## src/sps_defines.vh

```
`ifndef SPS_DEFINES_VH
`define SPS_DEFINES_VH
// ==========================================
// sequencer geometry
`define SPS_POS_W 6
`define SPS_POS_MAX 6'h3F
// position step per edge for each excitation mode (finest resolution is 1/64 turn of the pattern)
`define SPS_STEP_FULL 7'h10
`define SPS_STEP_HALF 7'h08
`define SPS_STEP_W12 7'h04
`define SPS_STEP_2W12 7'h02
`define SPS_STEP_4W12 7'h01
// ==========================================
// fault type encoding on fault_type_level
`define SPS_FT_NONE 2'h0
`define SPS_FT_OPEN 2'h1
`define SPS_FT_OVERCUR 2'h2
`define SPS_FT_OVERHEAT 2'h3
// ==========================================
// timing
`define SPS_CLK_NS 25
`define SPS_POR_NS 1000
`define SPS_POR_CYC ((`SPS_POR_NS + `SPS_CLK_NS - 1) / `SPS_CLK_NS)
`define SPS_POR_W 6
`endif

```

## src/sps_sync.v

```verilog
`timescale 1ns/1ps
// ==========================================
// two-flop synchroniser for a bus of levels
module sps_sync #(parameter W = 1)
(
   input wire core_clk, // system clock
   input wire rst, // async reset
   input wire [W-1:0] async_in, // raw input levels
   output reg [W-1:0] sync_out // synchronised levels
);
   reg [W-1:0] meta;
   always @(posedge core_clk or posedge rst)
   begin
      if (rst)
      begin
         meta <= {W{1'b0}};
         sync_out <= {W{1'b0}};
      end
      else
      begin
         meta <= async_in;
         sync_out <= meta;
      end
   end
endmodule

```

## src/sps_top.v

```verilog
`timescale 1ns/1ps
`include "sps_defines.vh"
module sps_top
(
   input wire core_clk, // 40 MHz system clock
   input wire rst, // power-on reset, async active high
   input wire system_reset_n, // external reset pin, active low
   input wire step_clk, // step clock from controller
   input wire rotation_direction, // 0 cw, 1 ccw
   input wire excitation_select_lo, // mode select bit 0
   input wire excitation_select_hi, // mode select bit 1
   input wire step_edge_select, // 1 rising only, 0 both edges
   input wire enable, // high runs, low cuts current
   input wire chop_off_phase, // high during chopping off-time
   input wire flyback_seen, // flyback current sensed this off-time
   input wire overcurrent_trip, // overcurrent comparator
   input wire overheat_trip, // substrate overheat comparator
   output reg phase_a, // phase A drive
   output reg phase_ab, // phase A-bar drive
   output reg phase_b, // phase B drive
   output reg phase_bb, // phase B-bar drive
   output reg [5:0] current_level, // current setting index along sine, 0..15
   output reg excitation_monitor_out, // excitation monitor
   output wire any_fault_n_out, // fault drive value, always 0
   output wire any_fault_n_oe, // open-drain enable, high pulls low
   output reg [1:0] fault_type_level // 0 none,1 open,2 overcurrent,3 overheat
);
   // ==========================================
   // reset forming
   wire ext_s;
   reg [`SPS_POR_W-1:0] por_cnt;
   reg sys_rst;
   sps_sync #(.W(1)) u_rsync
   (
      .core_clk(core_clk),
      .rst(rst),
      .async_in(system_reset_n),
      .sync_out(ext_s)
   );
   // stretch power-on reset so the sequencer sees a clean release
   always @(posedge core_clk or posedge rst)
   begin
      if (rst)
      begin
         por_cnt <= {`SPS_POR_W{1'b0}};
         sys_rst <= 1'b1;
      end
      else
      begin
         if (por_cnt != `SPS_POR_CYC)
            por_cnt <= por_cnt + 1'b1;
         sys_rst <= (por_cnt != `SPS_POR_CYC) | ~ext_s;
      end
   end
   // ==========================================
   // input synchronisation
   wire [4:0] in_s;
   sps_sync #(.W(5)) u_isync
   (
      .core_clk(core_clk),
      .rst(rst),
      .async_in({step_clk, rotation_direction, excitation_select_hi, excitation_select_lo, step_edge_select}),
      .sync_out(in_s)
   );
   wire step_s = in_s[4];
   wire dir_s = in_s[3];
   wire [1:0] mode_s = in_s[2:1];
   wire edge_s = in_s[0];
   reg step_d;
   reg [`SPS_POS_W-1:0] pos;
   reg fault_open, fault_oc, fault_oh;
   wire any_fault = fault_open | fault_oc | fault_oh;
   function [6:0] step_size;
      input [1:0] m;
      input e;
      begin
         case ({e, m})
            3'b100: step_size = `SPS_STEP_FULL;
            3'b101: step_size = `SPS_STEP_HALF;
            3'b110: step_size = `SPS_STEP_W12;
            3'b111: step_size = `SPS_STEP_2W12;
            3'b000: step_size = `SPS_STEP_HALF;
            3'b001: step_size = `SPS_STEP_W12;
            3'b010: step_size = `SPS_STEP_2W12;
            default: step_size = `SPS_STEP_4W12;
         endcase
      end
   endfunction
   wire rise = step_s & ~step_d;
   // falling edge too when edge mode low
   wire fall = ~step_s & step_d & ~edge_s;
   wire [6:0] st = step_size(mode_s, edge_s);
   // full-step mode sits on odd half positions so both coils are driven (2-phase)
   wire [`SPS_POS_W-1:0] base = (edge_s && mode_s == 2'b00) ? (pos | 6'h08) & ~6'h07 : pos & ~(st[5:0] - 1'b1);
   reg [`SPS_POS_W-1:0] next_pos;
   always @*
   begin
      // keep position, snap down to legal point of new mode; full step takes the odd half of its quadrant
      if (dir_s)
         next_pos = base - st[5:0];
      else
         next_pos = base + st[5:0];
   end
   // ==========================================
   // sequencer
   always @(posedge core_clk or posedge rst)
   begin
      if (rst)
      begin
         step_d <= 1'b0;
         pos <= 6'h00;
         excitation_monitor_out <= 1'b0;
      end
      else if (sys_rst)
      begin
         step_d <= step_s;
         pos <= 6'h00;
         excitation_monitor_out <= 1'b0;
      end
      // frozen while disabled, edge history held too
      else if (enable)
      begin
         step_d <= step_s;
         if (rise | fall)
         begin
            pos <= next_pos;
            // monitor marks each full pattern quadrant
            if (next_pos[3:0] == 4'h0 || (edge_s && mode_s == 2'b00 && next_pos[3:0] == 4'h8))
               excitation_monitor_out <= ~excitation_monitor_out;
         end
      end
   end
   // ==========================================
   // faults
   reg chop_d;
   reg fly_seen_win;
   always @(posedge core_clk or posedge rst)
   begin
      if (rst)
      begin
         fault_open <= 1'b0;
         fault_oc <= 1'b0;
         fault_oh <= 1'b0;
         chop_d <= 1'b0;
         fly_seen_win <= 1'b0;
      end
      else if (sys_rst)
      begin
         fault_open <= 1'b0;
         fault_oc <= 1'b0;
         fault_oh <= 1'b0;
         chop_d <= 1'b0;
         fly_seen_win <= 1'b0;
      end
      else
      begin
         chop_d <= chop_off_phase;
         if (chop_off_phase & ~chop_d)
            fly_seen_win <= flyback_seen;
         else if (chop_off_phase & flyback_seen)
            fly_seen_win <= 1'b1;
         if (~chop_off_phase & chop_d & ~fly_seen_win & enable)
            fault_open <= 1'b1;
         if (overcurrent_trip)
            fault_oc <= 1'b1;
         if (overheat_trip)
            fault_oh <= 1'b1;
      end
   end
   assign any_fault_n_out = 1'b0;
   assign any_fault_n_oe = any_fault;
   // ==========================================
   // outputs
   wire [1:0] quad = pos[5:4];
   wire [3:0] sub = pos[3:0];
   always @(posedge core_clk or posedge rst)
   begin
      if (rst)
      begin
         phase_a <= 1'b0;
         phase_ab <= 1'b0;
         phase_b <= 1'b0;
         phase_bb <= 1'b0;
         current_level <= 6'h00;
         fault_type_level <= `SPS_FT_NONE;
      end
      else
      begin
         // highest-priority fault type
         // cleared with the faults so the type never outlives the summary flag
         if (sys_rst)
            fault_type_level <= `SPS_FT_NONE;
         else if (fault_oh)
            fault_type_level <= `SPS_FT_OVERHEAT;
         else if (fault_oc)
            fault_type_level <= `SPS_FT_OVERCUR;
         else if (fault_open)
            fault_type_level <= `SPS_FT_OPEN;
         else
            fault_type_level <= `SPS_FT_NONE;
         current_level <= {2'b00, sub};
         // enable low cuts drive; fault cuts drive
         if (!enable || any_fault || sys_rst)
         begin
            phase_a <= 1'b0;
            phase_ab <= 1'b0;
            phase_b <= 1'b0;
            phase_bb <= 1'b0;
         end
         else
         begin
            phase_a <= (quad == 2'd0) | (quad == 2'd3 && sub != 4'h0);
            phase_b <= (quad == 2'd1) | (quad == 2'd0 && sub != 4'h0);
            phase_ab <= (quad == 2'd2) | (quad == 2'd1 && sub != 4'h0);
            phase_bb <= (quad == 2'd3) | (quad == 2'd2 && sub != 4'h0);
         end
      end
   end
endmodule

```

## config.mk

```make
export PLATFORM = sky130hd
export DESIGN_NAME = sps_top
export DESIGN_NICKNAME = d
export VERILOG_FILES = /design/src/sps_sync.v /design/src/sps_top.v
export VERILOG_INCLUDE_DIRS = /design/src /design/src/src
export SDC_FILE = /design/constraint.sdc
export NUM_CORES = 1
export LEC_CHECK = 0
export BUFFER_PORTS_ARGS = -buffer_cell sky130_fd_sc_hd__buf_2
export CORE_MARGIN = 2
export CORE_UTILIZATION = 47
export DETAILED_ROUTE_END_ITERATION = 6
export GPL_TIMING_DRIVEN = 1
export PLACE_DENSITY = 0.66
export SYNTH_ARGS = -nofsm -noshare
export SYNTH_HDL_FRONTEND = slang
export SYNTH_SLANG_ARGS = --single-unit
```

## constraint.sdc

```tcl
create_clock -name core_clk -period 6.4 [get_ports core_clk]
set_input_delay 1.28 -clock core_clk [delete_from_list [all_inputs] [get_ports core_clk]]
set_output_delay 1.28 -clock core_clk [all_outputs]
set_load 0.01 [all_outputs]
```

==> impl_metrics.yaml <==
outcome:
  status: "complete, no violations"
grt:
  grt_first_pass_wirelength_um: 5582
  overflow: 0
  antenna_found_initial: 0
  grt_max_degree: 43
  grt_pass1_vias: 1270
  grt_usage_pct: 16.63
final_layout:
  final_common_cell: "dfrtp_1"
  seqCellArea_um2: 1052
  postLayoutCoreUtil_pct: 55.13
  drive_above_1_share_pct: 22.39
  area_growth_pct: 14.43
  multi_input_comb_area_um2: 783.3
  num_antenna_cells: 0
  n_fill_cell: 327
  layout_common_cells: "dfrtp_1, buf_2, nor2_1, nand2_1, inv_1"
  nets: 221
worst_setup_path:
  crit_required_ns: 6.57
  start_kind: "flop"
  path_class: "flop to flop"
  reg2regPathDepth: 9
  endpoint_kind: "flop"
  path_max_fanout: 5
  rrSetupSlack_ns: 3.84
  cp_num_buf_inv: 0
  crit_path_max_incr_delay_ns: 0.43
  path_cells: "nor2b_1, and2_1, nand2_1, ha_1, fa_1, xnor2_1, a211oi_1, o31a_1, mux2_1"
  crit_arrival_ns: 2.73
  slowest_stage: "fa_1"
  worstReg2RegStart: "u_isync.sync_out[0]"
  r2r-end: "excitation_monitor_out"
  worst-path-stages: 9
  cp_top_family: "adder cells"
  startpoint: "u_isync.sync_out[0]"
  worstSetupEndpoint: "excitation_monitor_out"
timing:
  clock_skew_ns: 0.004217
  max_freq_ghz: 0.3912
  timing.final.crit_share_pct: 39.94
  hold_slack_ns: 0.3525
  setup_tns_ns: 0
  slew_viol_final: 0
  finalHoldViolations: 0
  min_period_ns: 2.556
  setup_viol: 0
  rsz0062_at_grt: "no"
cts:
  cts_tree: "yes"
  cts_resized: 0
  clk_pin_slew_worst_paths_ns: 0.07
  clkSinkCount: 42
  postCtsHoldBufs: 0
  cts-buffers-inserted: 5
  cts_max_path_buffers: 2
  postCtsSetupBuffers: 0
  clk_latency_ns: 0.29
  h-tree-depth: 2
  cts-root-buf: "clkbuf_8"
route:
  dr.first_iter.drc_count: 49
  drt-met1-wl_um: 1494
  met3_length_um: 191
  dr.max_layer_used: "met4"
  drc: 0
  num_vias: 1349
  wire_per_inst_um: 13.59
  via_per_inst: 5.375
  drt_wl_total_um: 3412
  first_pass_iters: 5
  ant_nets: 0
  wl_met2_um: 1680
logic_synthesis:
  synth_edf_count: 0
  ys_warn_count: 0
  async_reset_ff_share_pct: 100.0
  synth_area_um2: 1899
  yosys.area.top_type_share_pct: 54.02
  synth_cells: 172
  avgSynthCellArea_um2: 11.04
  synthTopCellsByArea: "dfrtp_1, ha_1, nor2_1"
  ys_ff_latch: 42
  synth.largest_area_cell: "dfrtp_1"
  yosysSeqAreaShare_pct: 55.40
  yosys_most_used_dff: "dfrtp_1"
  synth_cell_types: 48
floorplan:
  rows: 23
  die_area_um2: 4566
  io-pin-count: 28
  coreArea_um2: 3943
  start_util_pct: 48.18
  die_y_um: 67.57
  die_w_um: 67.57
power_and_ir_drop:
  p_int_uw: 415.4
  pwr_density_cell_nw_per_um2: 252.6
  power_leakage_nw: 1.021
  clkPwrFrac_pct: 35.2
  sequentialPowerShare_pct: 53.0
  combPwrFrac_pct: 11.9
  p_sw_uw: 133.6
  swShare_pct: 24.33
  peakVddDrop_mv: 0.1392
run:
  cap_viol_max_count: 0
placement:
  port-buffer-count: 24
  gp_congestion: 0.9269
  dpl.hpwl_um: 2396
min_path:
  hold_path_class: "flop to flop"
-- flip-flops by register name (all words and copies together) (netlist names), 2 cells and up --
name,cells
current_level,4
por_cnt,6
pos,6
u_isync.sync_out,5
u_isync.meta,5
fault_type_level,2
-- synthesized netlist by cell type, types with 4 or more instances --
master	n
a21oi_1	4
o21ai_0	9
inv_1	10
xnor2_1	6
nand3_1	7
ha_1	7
nand2_1	12
dfrtp_1	41
nor2_1	19
and2_1	4
nor2b_1	5
-- cell type report --
class | instances | share of cell area, %
Sequential cell | 42 | 48.42
Clock buffer | 8 | 5.066
Timing Repair Buffer | 25 | 5.872
Inverter | 10 | 1.727
Multi-Input combinational cell | 116 | 36.04
Tap cell | 50 | 2.879
-- through the flow --
| step | std cells | cell area [um^2] | setup WS (ns) | power (mW) |
|---|---|---|---|---|
| floorplan | 174 | 1907 | 4.055 | 0.3401 |
| global placement | 243 | 2063 | 3.939 | 0.3581 |
| detailed placement | 243 | 2063 | 3.871 | 0.3604 |
| finish | 251 | 2173 | 3.844 | 0.5489 |
| global route | 251 | 2173 | 3.718 | 0.5754 |
| CTS | 251 | 2173 | 3.849 | 0.5537 |
-- worst min path at each step --
stage	from	to	slack [ns]	cells after the start
6_report	u_isync.meta[4]	u_isync.sync_out[4]	0.35	0
4_1_cts	u_isync.meta[4]	u_isync.sync_out[4]	0.36	0
3_3_place_gp	u_isync.meta[0]	u_isync.sync_out[0]	0.33	0
5_1_grt	u_isync.meta[2]	u_isync.sync_out[2]	0.36	0
2_1_floorplan	u_isync.meta[0]	u_isync.sync_out[0]	0.33	0
3_5_place_dp	u_isync.meta[4]	u_isync.sync_out[4]	0.34	0
-- cells by family after synthesis --
kind of cell	after synthesis	synth area share (%)
and+or+nand+nor	67	19.96
DFF	42	55.40
AOI/OAI and AO/OA	29	10.48
buffers and inverters	16	3.755
adders and majority gates	8	5.665
xor gates and xnor gates	6	2.767
muxes	3	1.779
other	1	0.1974
-- power groups by stage --
stage	Clock (mW)	Combinational [mW]	Sequential [mW]
6_report	0.193	0.0651	0.291
5_1_grt	0.210	0.0724	0.293
4_1_cts	0.198	0.0652	0.291
2_1_floorplan	0	0.0465	0.294
3_3_place_gp	0	0.0625	0.296
3_5_place_dp	0	0.0644	0.296
-- per-layer routing --
metal  vias up  track usage, %
met3         6           3.667
li1        641               -
met4         0           7.908
met2        51           27.45
met1       651           20.65
met5         -               0
No activity file was read; power rests on OpenSTA's default activity.
